## src/core/lapb_pkg.sv

```systemverilog
// Constants, register selects and state enums for the link controller.
// Assumes a single 50 MHz core clock and a synchronous active-high reset.
package lapb_pkg;

  // ----------------------------------------------------------------
  // Synchroniser bit positions
  // ----------------------------------------------------------------
  localparam int SYNC_W  = 28;
  localparam int I_CTS   = 0;
  localparam int I_CD    = 1;
  localparam int I_PAR   = 2;
  localparam int I_CREQ  = 3;
  localparam int I_GNT   = 4;
  localparam int I_RDY   = 5;
  localparam int I_CS    = 6;
  localparam int I_STB   = 7;
  localparam int I_RW    = 8;
  localparam int I_WE    = 9;
  localparam int I_TXC   = 10;
  localparam int I_RXC   = 11;
  localparam int I_RXD   = 12;
  localparam int I_STRAP = 13;
  localparam int I_DIN   = 14;
  localparam int I_SEL   = 22;

  // ----------------------------------------------------------------
  // Register selects and fields
  // ----------------------------------------------------------------
  localparam logic [5:0] SEL_IRQ  = 6'h00;
  localparam logic [5:0] SEL_CTRL = 6'h01;
  localparam logic [5:0] SEL_TXD  = 6'h02;
  localparam logic [5:0] SEL_RXD  = 6'h03;
  localparam logic [5:0] SEL_STAT = 6'h04;
  localparam logic [5:0] SEL_ADRL = 6'h05;
  localparam logic [5:0] SEL_ADRH = 6'h06;

  localparam int IRQ_W   = 5;
  localparam int IRQ_CD  = 0;
  localparam int IRQ_CTS = 1;
  localparam int IRQ_HPE = 2;
  localparam int IRQ_RX  = 3;
  localparam int IRQ_TX  = 4;

  localparam int CTRL_LINK = 0;
  localparam int CTRL_DMA  = 1;

  localparam int ST_LINK = 0;
  localparam int ST_CTS  = 1;
  localparam int ST_CD   = 2;
  localparam int ST_TXF  = 3;
  localparam int ST_RXF  = 4;
  localparam int ST_MODE = 5;

  localparam logic [7:0] CTRL_RST    = 8'h00;
  localparam logic [7:0] FLAG_BYTE   = 8'h7e;
  localparam logic [7:0] ABORT_BYTE  = 8'hff;
  localparam logic [2:0] STUFF_LIMIT = 3'h5;
  localparam logic [2:0] ONES_MAX    = 3'h7;
  localparam logic [1:0] HARD_STRIKE = 2'h2;

  // ----------------------------------------------------------------
  // State types
  // ----------------------------------------------------------------
  typedef enum logic {BUS_STROBE_RW, BUS_RD_WR} bus_mode_t;
  typedef enum logic {H_IDLE, H_DONE} host_st_t;
  typedef enum logic [1:0] {D_IDLE, D_REQ, D_ACCESS, D_END} dma_st_t;

endpackage

```

## src/core/sync_bits.sv

```systemverilog
// Two-flop synchroniser for a vector of unrelated asynchronous levels.
// Assumes each bit is an independent level; no word coherence.
`timescale 1ns/10ps
module sync_bits #(
  parameter int W = 8
) (
  input  wire logic         core_clk,
  input  wire logic [W-1:0] async_in,
  output logic      [W-1:0] sync_out
);
  typedef struct packed {
    logic [W-1:0] meta_ff;
    logic [W-1:0] sync_ff;
  } sync_state_t;

  sync_state_t s_ff;
  sync_state_t nxt_s;

  always_comb
  begin
    nxt_s.meta_ff = async_in;
    nxt_s.sync_ff = s_ff.meta_ff;
  end

  always_ff @(posedge core_clk)
  begin
    s_ff <= nxt_s;
  end

  assign sync_out = s_ff.sync_ff;
endmodule // sync_bits

```

## src/core/lapb_link_ctrl.sv

```systemverilog
// Pin-level link controller: host register port, DMA master with daisy
// chain, HDLC-style serial framer and modem handshakes.
// Assumes pins are asynchronous to core_clk and bit clocks run far slower.
//
// How it works
// - Flag-delimited, bit-stuffed synchronous full-duplex framing.
// - Serial data handled byte-wise, up to 250 kb/s.
// - Separate external 1x transmit and receive bit clocks.
// - Host data bus carries registers and DMA.
// - Register access only while chip select low.
// - Reset floats every output, clears logic.
// - Bus convention strapped at reset, held after.
// - Interrupt low while pending; register read clears.
// - Two consecutive parity faults raise hard error.
// - Every carrier-detect transition raises an interrupt.
// - Carrier level otherwise affects nothing.
// - Link stays down until clear-to-send low.
// - Clear-to-send loss drops link, interrupts.
// - Request-to-send low while link up.
// - Unused grants passed on down chain.
// - Bus request low asks for system bus.
// - Grant makes strobes and address outputs.
// - Ready low ends register access; DMA waits.
`timescale 1ns/10ps
module lapb_link_ctrl
  import lapb_pkg::*;
(
  input  wire logic        core_clk,
  input  wire logic        rst,
  input  wire logic [7:0]  host_data_bus_in,
  output logic      [7:0]  host_data_bus_out,
  output logic             host_data_bus_oe_n,
  input  wire logic [5:0]  register_select,
  output logic      [15:0] addr_out,
  input  wire logic        chip_select_n,
  input  wire logic        rw_in,
  output logic             rw_out,
  input  wire logic        strobe_in_n,
  output logic             strobe_out_n,
  input  wire logic        we_in_n,
  output logic             we_out_n,
  output logic             as_out_n,
  output logic             dma_oe_n,
  input  wire logic        ready_in_n,
  output logic             ready_out_n,
  output logic             ready_oe_n,
  input  wire logic        bus_mode_strap,
  output logic             bus_request_n,
  input  wire logic        bus_grant_n,
  input  wire logic        chain_request_in,
  output logic             chain_grant_out,
  input  wire logic        parity_fault_in,
  input  wire logic        carrier_sense_n,
  input  wire logic        clear_to_send_n,
  output logic             request_to_send_n,
  input  wire logic        tx_bit_clock,
  input  wire logic        rx_bit_clock,
  output logic             serial_tx_out,
  input  wire logic        serial_rx_in,
  output logic             irq_request_n,
  output logic             pin_oe_n
);

  // ----------------------------------------------------------------
  // State
  // ----------------------------------------------------------------
  typedef struct packed {
    bus_mode_t        mode;
    logic [7:0]       ctrl;
    logic [IRQ_W-1:0] irq;
    logic             link_up;
    logic             cd_prev;
    logic             txc_prev;
    logic             rxc_prev;
    logic [7:0]       tx_hold;
    logic             tx_full;
    logic [7:0]       tx_sh;
    logic [2:0]       tx_cnt;
    logic             tx_flag;
    logic [2:0]       tx_ones;
    logic             tx_out;
    logic [7:0]       rx_hist;
    logic [7:0]       rx_sh;
    logic [2:0]       rx_cnt;
    logic [2:0]       rx_ones;
    logic             rx_frame;
    logic [7:0]       rx_data;
    logic             rx_full;
    logic [15:0]      addr;
    dma_st_t          dma;
    logic [1:0]       strikes;
    logic             own_req;
    host_st_t         host;
    logic [7:0]       dout;
    logic             dout_oe_n;
    logic             ready_oe_n;
    logic             bus_oe_n;
    logic             as_n;
    logic             strobe_n;
    logic             we_n;
    logic             rw;
    logic             req_n;
    logic             chain_gnt_n;
    logic             irq_n;
    logic             rts_n;
    logic             pins_oe_n;
  } state_t;

  state_t            s_ff;
  state_t            nxt_s;
  logic [SYNC_W-1:0] sy;
  logic [7:0]        rd_val;
  logic [7:0]        stat;
  logic [IRQ_W-1:0]  irq_set;
  logic [IRQ_W-1:0]  irq_clr;
  logic              sel;
  logic              rd_req;
  logic              wr_req;
  logic [7:0]        din;
  logic [5:0]        rsel;
  logic              rx_bit;

  // ----------------------------------------------------------------
  // Input synchronisers
  // ----------------------------------------------------------------
  sync_bits #(.W(SYNC_W)) u_sync (
    .core_clk (core_clk),
    .async_in ({register_select, host_data_bus_in, bus_mode_strap, serial_rx_in,
                rx_bit_clock, tx_bit_clock, we_in_n, rw_in, strobe_in_n,
                chip_select_n, ready_in_n, bus_grant_n, chain_request_in,
                parity_fault_in, carrier_sense_n, clear_to_send_n}),
    .sync_out (sy)
  );

  assign din    = sy[I_DIN +: 8];
  assign rsel   = sy[I_SEL +: 6];
  assign rx_bit = sy[I_RXD];
  assign sel    = !sy[I_CS];

  // ----------------------------------------------------------------
  // Host decode and read mux
  // ----------------------------------------------------------------
  always_comb
  begin
    if (s_ff.mode == BUS_STROBE_RW)
    begin
      rd_req = sel && !sy[I_STB] && sy[I_RW];
      wr_req = sel && !sy[I_STB] && !sy[I_RW];
    end
    else
    begin
      rd_req = sel && !sy[I_STB];
      wr_req = sel && !sy[I_WE];
    end
    stat          = 8'h00;
    stat[ST_LINK] = s_ff.link_up;
    stat[ST_CTS]  = !sy[I_CTS];
    stat[ST_CD]   = !sy[I_CD];
    stat[ST_TXF]  = s_ff.tx_full;
    stat[ST_RXF]  = s_ff.rx_full;
    stat[ST_MODE] = (s_ff.mode == BUS_RD_WR);
    unique case (rsel)
      SEL_IRQ:  rd_val = {{(8-IRQ_W){1'b0}}, s_ff.irq};
      SEL_CTRL: rd_val = s_ff.ctrl;
      SEL_TXD:  rd_val = s_ff.tx_hold;
      SEL_RXD:  rd_val = s_ff.rx_data;
      SEL_STAT: rd_val = stat;
      SEL_ADRL: rd_val = s_ff.addr[7:0];
      SEL_ADRH: rd_val = s_ff.addr[15:8];
      default:  rd_val = 8'h00;
    endcase
  end

  // ----------------------------------------------------------------
  // Next state
  // ----------------------------------------------------------------
  always_comb
  begin
    nxt_s   = s_ff;
    irq_set = '0;
    irq_clr = '0;
    nxt_s.cd_prev  = sy[I_CD];
    nxt_s.txc_prev = sy[I_TXC];
    nxt_s.rxc_prev = sy[I_RXC];

    // Carrier edges only interrupt, never steer the link
    if (sy[I_CD] != s_ff.cd_prev)
      irq_set[IRQ_CD] = 1'b1;

    // Link supervision
    if (!s_ff.ctrl[CTRL_LINK])
      nxt_s.link_up = 1'b0;
    else if (s_ff.link_up && sy[I_CTS])
    begin
      nxt_s.link_up    = 1'b0;
      irq_set[IRQ_CTS] = 1'b1;
    end
    else if (!s_ff.link_up && !sy[I_CTS])
      nxt_s.link_up = 1'b1;
    nxt_s.rts_n = !nxt_s.link_up;

    // Transmitter: shifts on falling edge of external bit clock
    if (!s_ff.link_up)
    begin
      nxt_s.tx_sh   = FLAG_BYTE;
      nxt_s.tx_flag = 1'b1;
      nxt_s.tx_cnt  = 3'h0;
      nxt_s.tx_ones = 3'h0;
      nxt_s.tx_out  = 1'b1;
    end
    else if (s_ff.txc_prev && !sy[I_TXC])
    begin
      if (s_ff.tx_ones == STUFF_LIMIT)
      begin
        nxt_s.tx_out  = 1'b0;
        nxt_s.tx_ones = 3'h0;
      end
      else
      begin
        nxt_s.tx_out  = s_ff.tx_sh[0];
        nxt_s.tx_ones = (s_ff.tx_flag || !s_ff.tx_sh[0]) ? 3'h0 : s_ff.tx_ones + 3'h1;
        nxt_s.tx_sh   = {1'b0, s_ff.tx_sh[7:1]};
        nxt_s.tx_cnt  = s_ff.tx_cnt + 3'h1;
        if (s_ff.tx_cnt == 3'h7)
        begin
          if (s_ff.tx_full)
          begin
            nxt_s.tx_sh     = s_ff.tx_hold;
            nxt_s.tx_flag   = 1'b0;
            nxt_s.tx_full   = 1'b0;
            irq_set[IRQ_TX] = 1'b1;
          end
          else
          begin
            nxt_s.tx_sh   = FLAG_BYTE;
            nxt_s.tx_flag = 1'b1;
          end
        end
      end
    end

    // Host register port; ready held until strobe, or write enable for writes in the read/write-enable convention, released
    unique case (s_ff.host)
      H_IDLE:
        if ((rd_req || wr_req) && s_ff.bus_oe_n)
        begin
          nxt_s.host       = H_DONE;
          nxt_s.ready_oe_n = 1'b0;
          if (rd_req)
          begin
            nxt_s.dout      = rd_val;
            nxt_s.dout_oe_n = 1'b0;
            if (rsel == SEL_IRQ)
              irq_clr = s_ff.irq;
            if (rsel == SEL_RXD)
              nxt_s.rx_full = 1'b0;
          end
          else
          begin
            unique case (rsel)
              SEL_CTRL: nxt_s.ctrl = din;
              SEL_TXD:
              begin
                nxt_s.tx_hold = din;
                nxt_s.tx_full = 1'b1;
              end
              SEL_ADRL: nxt_s.addr[7:0] = din;
              SEL_ADRH: nxt_s.addr[15:8] = din;
              default: ;
            endcase
          end
        end
      H_DONE:
        if (!(rd_req || wr_req))
        begin
          nxt_s.host       = H_IDLE;
          nxt_s.ready_oe_n = 1'b1;
          nxt_s.dout_oe_n  = 1'b1;
        end
    endcase

    // DMA: each received byte is written to memory, or dropped after two parity faults in a row
    unique case (s_ff.dma)
      D_IDLE:
        if (s_ff.ctrl[CTRL_DMA] && s_ff.rx_full && s_ff.link_up)
        begin
          nxt_s.own_req = 1'b1;
          nxt_s.dma     = D_REQ;
        end
      D_REQ:
        if (!sy[I_GNT] && !sel)
        begin
          nxt_s.bus_oe_n  = 1'b0;
          nxt_s.as_n      = 1'b0;
          nxt_s.rw        = 1'b0;
          nxt_s.dout      = s_ff.rx_data;
          nxt_s.dout_oe_n = 1'b0;
          if (s_ff.mode == BUS_STROBE_RW)
            nxt_s.strobe_n = 1'b0;
          else
            nxt_s.we_n = 1'b0;
          nxt_s.dma = D_ACCESS;
        end
      D_ACCESS:
        // Wait states until memory answers
        if (!sy[I_RDY])
        begin
          nxt_s.as_n      = 1'b1;
          nxt_s.strobe_n  = 1'b1;
          nxt_s.we_n      = 1'b1;
          nxt_s.dout_oe_n = 1'b1;
          nxt_s.dma       = D_END;
          if (sy[I_PAR])
          begin
            nxt_s.strikes = s_ff.strikes + 2'h1;
            if (s_ff.strikes + 2'h1 == HARD_STRIKE)
            begin
              irq_set[IRQ_HPE] = 1'b1;
              nxt_s.rx_full    = 1'b0;
              nxt_s.strikes    = 2'h0;
            end
          end
          else
          begin
            nxt_s.strikes = 2'h0;
            nxt_s.rx_full = 1'b0;
            nxt_s.addr    = s_ff.addr + 16'h0001;
          end
        end
      D_END:
      begin
        // A first failed attempt retries from idle with the same byte; a second in a row drops it
        nxt_s.bus_oe_n = 1'b1;
        nxt_s.rw       = 1'b1;
        nxt_s.own_req  = 1'b0;
        nxt_s.dma      = D_IDLE;
      end
    endcase

    // Receiver: samples on rising edge of external bit clock
    if (!s_ff.link_up)
      nxt_s.rx_frame = 1'b0;
    else if (!s_ff.rxc_prev && sy[I_RXC])
    begin
      nxt_s.rx_hist = {rx_bit, s_ff.rx_hist[7:1]};
      if (nxt_s.rx_hist == FLAG_BYTE)
      begin
        nxt_s.rx_frame = 1'b1;
        nxt_s.rx_cnt   = 3'h0;
        nxt_s.rx_ones  = 3'h0;
      end
      else if (nxt_s.rx_hist == ABORT_BYTE)
        nxt_s.rx_frame = 1'b0;
      else if (s_ff.rx_ones == STUFF_LIMIT && !rx_bit)
        nxt_s.rx_ones = 3'h0;
      else
      begin
        nxt_s.rx_ones = !rx_bit ? 3'h0 :
                        (s_ff.rx_ones == ONES_MAX) ? ONES_MAX : s_ff.rx_ones + 3'h1;
        nxt_s.rx_sh   = {rx_bit, s_ff.rx_sh[7:1]};
        nxt_s.rx_cnt  = s_ff.rx_cnt + 3'h1;
        if (s_ff.rx_cnt == 3'h7 && s_ff.rx_frame)
        begin
          nxt_s.rx_data   = nxt_s.rx_sh;
          nxt_s.rx_full   = 1'b1;
          irq_set[IRQ_RX] = 1'b1;
        end
      end
    end

    // A new event wins over a clearing read in the same cycle
    nxt_s.irq   = (s_ff.irq & ~irq_clr) | irq_set;
    nxt_s.irq_n = !(|nxt_s.irq);

    // Downstream request rides on ours; idle grants go down chain
    nxt_s.req_n       = !(nxt_s.own_req || !sy[I_CREQ]);
    nxt_s.chain_gnt_n = !(!sy[I_GNT] && !nxt_s.own_req);
    nxt_s.pins_oe_n   = 1'b0;

    // Reset floats all pins and catches the bus convention strap
    if (rst)
    begin
      nxt_s             = '0;
      nxt_s.mode        = sy[I_STRAP] ? BUS_RD_WR : BUS_STROBE_RW;
      nxt_s.ctrl        = CTRL_RST;
      nxt_s.host        = H_IDLE;
      nxt_s.dma         = D_IDLE;
      nxt_s.tx_sh       = FLAG_BYTE;
      nxt_s.tx_flag     = 1'b1;
      nxt_s.tx_out      = 1'b1;
      nxt_s.cd_prev     = sy[I_CD];
      nxt_s.dout_oe_n   = 1'b1;
      nxt_s.ready_oe_n  = 1'b1;
      nxt_s.bus_oe_n    = 1'b1;
      nxt_s.as_n        = 1'b1;
      nxt_s.strobe_n    = 1'b1;
      nxt_s.we_n        = 1'b1;
      nxt_s.rw          = 1'b1;
      nxt_s.req_n       = 1'b1;
      nxt_s.chain_gnt_n = 1'b1;
      nxt_s.irq_n       = 1'b1;
      nxt_s.rts_n       = 1'b1;
      nxt_s.pins_oe_n   = 1'b1;
    end
  end

  always_ff @(posedge core_clk)
  begin
    s_ff <= nxt_s;
  end

  // ----------------------------------------------------------------
  // Outputs, all straight from flip-flops
  // ----------------------------------------------------------------
  assign host_data_bus_out  = s_ff.dout;
  assign host_data_bus_oe_n = s_ff.dout_oe_n;
  assign addr_out           = s_ff.addr;
  assign rw_out             = s_ff.rw;
  assign strobe_out_n       = s_ff.strobe_n;
  assign we_out_n           = s_ff.we_n;
  assign as_out_n           = s_ff.as_n;
  assign dma_oe_n           = s_ff.bus_oe_n;
  assign ready_out_n        = s_ff.ready_oe_n;
  assign ready_oe_n         = s_ff.ready_oe_n;
  assign bus_request_n      = s_ff.req_n;
  assign chain_grant_out    = s_ff.chain_gnt_n;
  assign request_to_send_n  = s_ff.rts_n;
  assign serial_tx_out      = s_ff.tx_out;
  assign irq_request_n      = s_ff.irq_n;
  assign pin_oe_n           = s_ff.pins_oe_n;
endmodule // lapb_link_ctrl

```

## config.mk

```make
export PLATFORM = sky130hd
export DESIGN_NAME = lapb_link_ctrl
export DESIGN_NICKNAME = d
export VERILOG_FILES = /design/src/core/lapb_pkg.sv /design/src/core/sync_bits.sv /design/src/core/lapb_link_ctrl.sv
export SDC_FILE = /design/constraint.sdc
export NUM_CORES = 1
export LEC_CHECK = 0
export BUFFER_PORTS_ARGS = -buffer_cell sky130_fd_sc_hd__buf_2
export CORE_AREA = 2 2 151 153
export DETAILED_ROUTE_END_ITERATION = 12
export DIE_AREA = 0 0 153 155
export PLACE_DENSITY = 0.45
export SYNTH_ARGS = -nofsm -noshare
export SYNTH_HDL_FRONTEND = slang
export SYNTH_HIERARCHICAL = 1
export SYNTH_SLANG_ARGS = --single-unit
export TNS_END_PERCENT = 1
```

## constraint.sdc

```tcl
create_clock -name core_clk -period 1.97 [get_ports core_clk]
set_input_delay 0.4925 -clock core_clk [delete_from_list [all_inputs] [get_ports core_clk]]
set_output_delay 0.4925 -clock core_clk [all_outputs]
set_load 0.01 [all_outputs]
```

# Word-level counts from Yosys, hierarchy flattened

Cells that the tools add are included.

Equal/unequal tests: 27
Bitwise logic cells: 11
Mux-type cells: 93
Reduce and logical (&&, ||, !) cells: 60
Add/sub/neg operators: 6

Operators by type and width:

| operator                | count |
|---|---|
| $mux W17                | 4 |
| $pmux W8 S7             | 1 |
| $mux W1                 | 48 |
| $mux W8                 | 5 |
| $mux W16                | 2 |
| $mux W9                 | 3 |
| $mux W5                 | 5 |
| $mux W21                | 1 |
| $reduce_and A4 Y1       | 5 |
| $eq A6 B3 Y1 const B    | 3 |
| $logic_not A1 Y1        | 18 |
| $mux W3                 | 6 |
| $ne A2 B2 Y1 const B    | 9 |
| $add A16 B1 Y16 const B | 1 |
| $eq A3 B3 Y1 const B    | 5 |
| $logic_and A1 B1 Y1     | 15 |
| $mux W13                | 1 |
| $add A3 B1 Y3 const B   | 4 |
| $eq A6 B2 Y1 const B    | 2 |
| $reduce_and A2 Y1       | 6 |
| $reduce_and A3 Y1       | 4 |
| $mux W11                | 1 |
| $mux W2                 | 5 |
| $pmux W1 S2             | 5 |
| 25 further kinds        | 38 |

Logic and storage cells: 238
Flip-flop bits (word level): 173
Output and inout port bits: 38
Bits of input ports: 30

# Logic depth before layout (Yosys ltp)

Depth after elaboration: 18
Depth in mapped cells: 9
Mapped depth without buffers: 7

# Cells and area by module

Netlist, hierarchy kept.

By module, submodules not included:

| module         | times used | seq. area each (µm²) | cells each | area each (µm²) |
|---|---|---|---|---|
| lapb_link_ctrl | 1          | 2292.2               | 656        | 5585.4 |
| sync_bits      | 1          | 1121.1               | 56         | 1121.1 |

# Least setup slack after synthesis

OpenSTA, ideal clock, no wires.

Path type: reg-to-reg
From: register s_ff[24] in the netlist's numbering
To: register s_ff (netlist bit addr_out[10])
Path buffers: 3
Clock period less this slack: 2.075 ns
Arrival time: 1.942 ns
Setup time: 0.132 ns
Data required time: 1.838 ns
Path slack: -0.105 ns
Stages on the path, launching flop included: 10
Cells stage by stage: dfxtp_1 -> inv_1 -> ha_1 -> clkbuf_1 -> or3b_2 -> clkbuf_1 -> and4_1 -> clkbuf_1 -> a2bb2oi_1 -> a21oi_1

Longest elaborated chain between the ends: 2

RTL lines:

| what                   | RTL line              | source |
|---|---|---|
| from (decl)            | lapb_link_ctrl.sv:109 | `state_t s_ff;` |
| from (signal assigned) | lapb_link_ctrl.sv:409 | `s_ff <= nxt_s;` |
| $eq A2 B2 Y1           | lapb_link_ctrl.sv:283 | `unique case (s_ff.dma)` |
| $mux W17               | lapb_link_ctrl.sv:283 |  |

Every way passes these cells.
A chain may end at the register's enable or synchronous reset.

# Worst setup path in the final report

From: register u_sync.s_ff (netlist bit u_sync/sync_out[25])
To: register s_ff (netlist bit irq_request_n)

Longest elaborated chain between the ends: 10

RTL lines:

| what                   | RTL line              | source |
|---|---|---|
| from (decl)            | sync_bits.sv:16       | `sync_state_t s_ff;` |
| from (signal assigned) | sync_bits.sv:27       | `s_ff <= nxt_s;` |
| $logic_not A6 Y1       | lapb_link_ctrl.sv:253 | `if (rsel == SEL_IRQ)` |
| $mux W5                | lapb_link_ctrl.sv:253 |  |
| $mux W5                | lapb_link_ctrl.sv:249 | `if (rd_req)` |
| $mux W5                | lapb_link_ctrl.sv:245 | `if ((rd_req \|\| wr_req) && s_ff.bus_oe_n)` |
| $mux W5                | lapb_link_ctrl.sv:243 | `unique case (s_ff.host)` |
| $not A5 Y5             | lapb_link_ctrl.sv:372 | `nxt_s.irq = (s_ff.irq & ~irq_clr) \| irq_set;` |
| $and A5 B5 Y5          | lapb_link_ctrl.sv:372 |  |
| $or A5 B5 Y5           | lapb_link_ctrl.sv:372 |  |
| $reduce_or A5 Y1       | lapb_link_ctrl.sv:373 | `nxt_s.irq_n = !(\|nxt_s.irq);` |
| $logic_not A1 Y1       | lapb_link_ctrl.sv:373 |  |

Every way passes these cells.

==> run metrics <==
Final Hold Fails=0; post-DP HPWL=between 10000 and 15000 um; Mapped Cells=712; Fill cells=2263; Setup WS post-layout=0.0597 ns; largest net degree at the start of global routing=81; Power Density=903 nW/um^2; Max Cap Viol=0; Starting Density=30.2%; FF+latch count, synth=170; Yosys top cell area share=50.4%; Worst-Margin Slew=0.467 ns; Post-synth top flop=dfxtp_1; Starting DRT DRC Count=323; htree depth=4; post-synthesis sequential area ratio=50.9%; clock latency on the worst-skew pair=0.43 ns; Crit Path Category=reg2reg; Fin Clk Skew=around 0.013 ns; unrepaired setup endpoints after global routing=true; Die Y-Extent=155 um; pre-CTS setup slack=0.00540 ns; largest area contributor in the netlist=dfxtp_1; Peak supply drop=425 uV; vias in the first global route=roughly 5300; met3 usage=a little under 4%; area of the core=22200 um^2; fin util=a little over a third; initial antenna violation count=0; first-pass GRT wire length=just under 30000 um; I/O Buffers=67; Most Crowded Layer GR=met2; min Tclk post-route=1.91 ns; I/O Pins=68; clock root cell=clkbuf_16; gr usage total=15.6%; hold_buf cts=0; r2r worst-path depth=4; nets=between 800 and 900; final wirelength=18300 um; global route overflow=0; Hold Crit Depth=1; final critical-path share of the clock period=97.0%; Slew Limit Headroom=~70%; CTS tree=done; Core Rows=55; grt met1 use=20.4%; Post-synth top cells=dfxtp_1 (169), nor2_1 (73), nand2_1 (68), a21oi_1 (50), mux2i_1 (45); outcome=finished clean; worst hold slack=between 0.15 and 0.2 ns; # diodes=0; CTS buffer count=17; TritonRoute pass-1 iters=7; leak pwr=3.29 nW; crit path capture type=flop; worst hold path type=in2reg; worst-path maximum fanout=6; Synthesized Nets=755; arrival time at the worst endpoint=2.28 ns; Yosys warning count=6; Post-synth EDFFs=1; DRC viols=0; Placer Congestion=0.790; Die W=approximately 150 um; most common cell in the synthesized netlist=dfxtp_1; clk sinks=170; Worst-path clk slew=around 0.07 ns; Critical Path RT=2.34 ns; syn_area_per_cell=9.42 um^2; Max Slew Vio Count=0; async set-reset flop share out of synthesis=0%; Vias/cell=5.04; Startpoint Class=flop; routed len/inst=between 15 and 20 um; Peak Freq=523 MHz; post-synth cell types=63; setup violators final=0; die area=23700 um^2; grt met2 use=roughly a quarter; layout cells sized above 1=21.2%; synth-to-layout area growth=21.5%; clock buffer depth=2; synth top area cells=dfxtp_1 (50%), mux2i_1 (6.7%), nor2_1 (4.1%); post-route ant nets=0; total number of vias=5453; mapped cell area=~6700 um^2
==> critical path: stages (launching register included) <==
cell      delay, ns
dfxtp_1        0.33
or4_4          0.55
or4_4          0.56
a221oi_2       0.25
a31o_1         0.16
==> cell type report <==
type,instances,area (um^2),share of cell area (%)
Inverter,14,52.6,0.645
Clock inverter,13,134,1.64
Timing Repair Buffer,118,781,9.58
Multi-Input combinational cell,464,2940,36.1
Sequential cell,170,3420,41.9
Tap cell,285,357,4.38
Clock buffer,19,464,5.70
==> what timing repair did <==
item / CTS / global route
setup buffers: 0 / 0
hold endpoints to repair: 0 / 0
resized for setup: 3 / 6
pin swaps: 0 / 1
setup endpoints to repair: 4 / 14
==> placed cells by master (no fill, tap or decap), drive strengths merged, types with 4 or more instances in the layout <==
cell type	instances
o211ai	7
nand2	68
a221oi	6
o221ai	6
clkinv	7
a31oi	16
inv	17
a311oi	5
or4	6
a22oi	9
o21ai	17
dfxtp	169
a21oi	50
buf	118
clkbuf	19
nor3	8
mux2i	45
nor2b	13
or3	8
nand4	8
a31o	4
and3	12
ha	13
nand3	24
nand2b	11
nor2	74
==> path summary, 6_finish.rpt <==
| path | startpoint | endpoint | slack [ns] |
|---|---|---|---|
| worst min-delay path | host_data_bus_in[7] | u_sync/nxt_s[21]$_DFF_P_ | 0.16 |
| worst max register to register | u_sync/sync_out[25]$_DFF_P_ | irq_request_n$_SDFF_PP1_ | 0.06 |
| worst max-delay path | u_sync/sync_out[25]$_DFF_P_ | irq_request_n$_SDFF_PP1_ | 0.06 |
| worst min register to register | u_sync/nxt_s[14]$_DFF_P_ | u_sync/sync_out[14]$_DFF_P_ | 0.33 |
==> flip-flops by register name, summed over array words and instances, names as in the netlist <==
register	flops
bus_request_n	1
u_sync/nxt_s	28
request_to_send_n	1
s_ff	78
pin_oe_n	1
as_out_n	1
serial_tx_out	1
u_sync/sync_out	28
irq_request_n	1
strobe_out_n	1
host_data_bus_oe_n	1
host_data_bus_out	8
dma_oe_n	1
addr_out	16
we_out_n	1
chain_grant_out	1
ready_oe_n	1
==> layer usage <==
layer	up-vias	share of wire, %
li1	2678	-
met1	2608	46
met2	152	48
met3	15	5.0
met4	0	1.4
met5	-	0
==> kinds of logic (layout without fill, tap and decap cells) <==
kind of cell	after synthesis	after routing	synth area share, %
AOI/OAI and AO/OA	152	152	15.3
xor gates and xnor gates	2	2	0.261
adders and majority gates	13	13	2.43
buffers and inverters	78	164	5.93
DFF	170	170	50.9
muxes	47	47	7.05
and+or+nand+nor	250	250	18.1
==> where the power goes <==
group | switching [mW] | internal (mW) | total (mW)
combinational | 0.248 | 0.181 | 0.429
sequential | 0.0724 | 3.54 | 3.61
clock | 1.43 | 1.88 | 3.32
==> through the flow <==
step	area [um^2]	instances	TNS, ns	power (mW)
after global placement	7510	1051	0	4.09
after global routing	8150	1083	-0.0983	7.68
after detailed placement	7510	1051	0	4.10
after CTS	8120	1083	0	7.45
after floorplan	6730	712	-0.0150	3.91
final	8150	1083	0	7.36
Note: power is estimated with default switching activity, not from simulation.
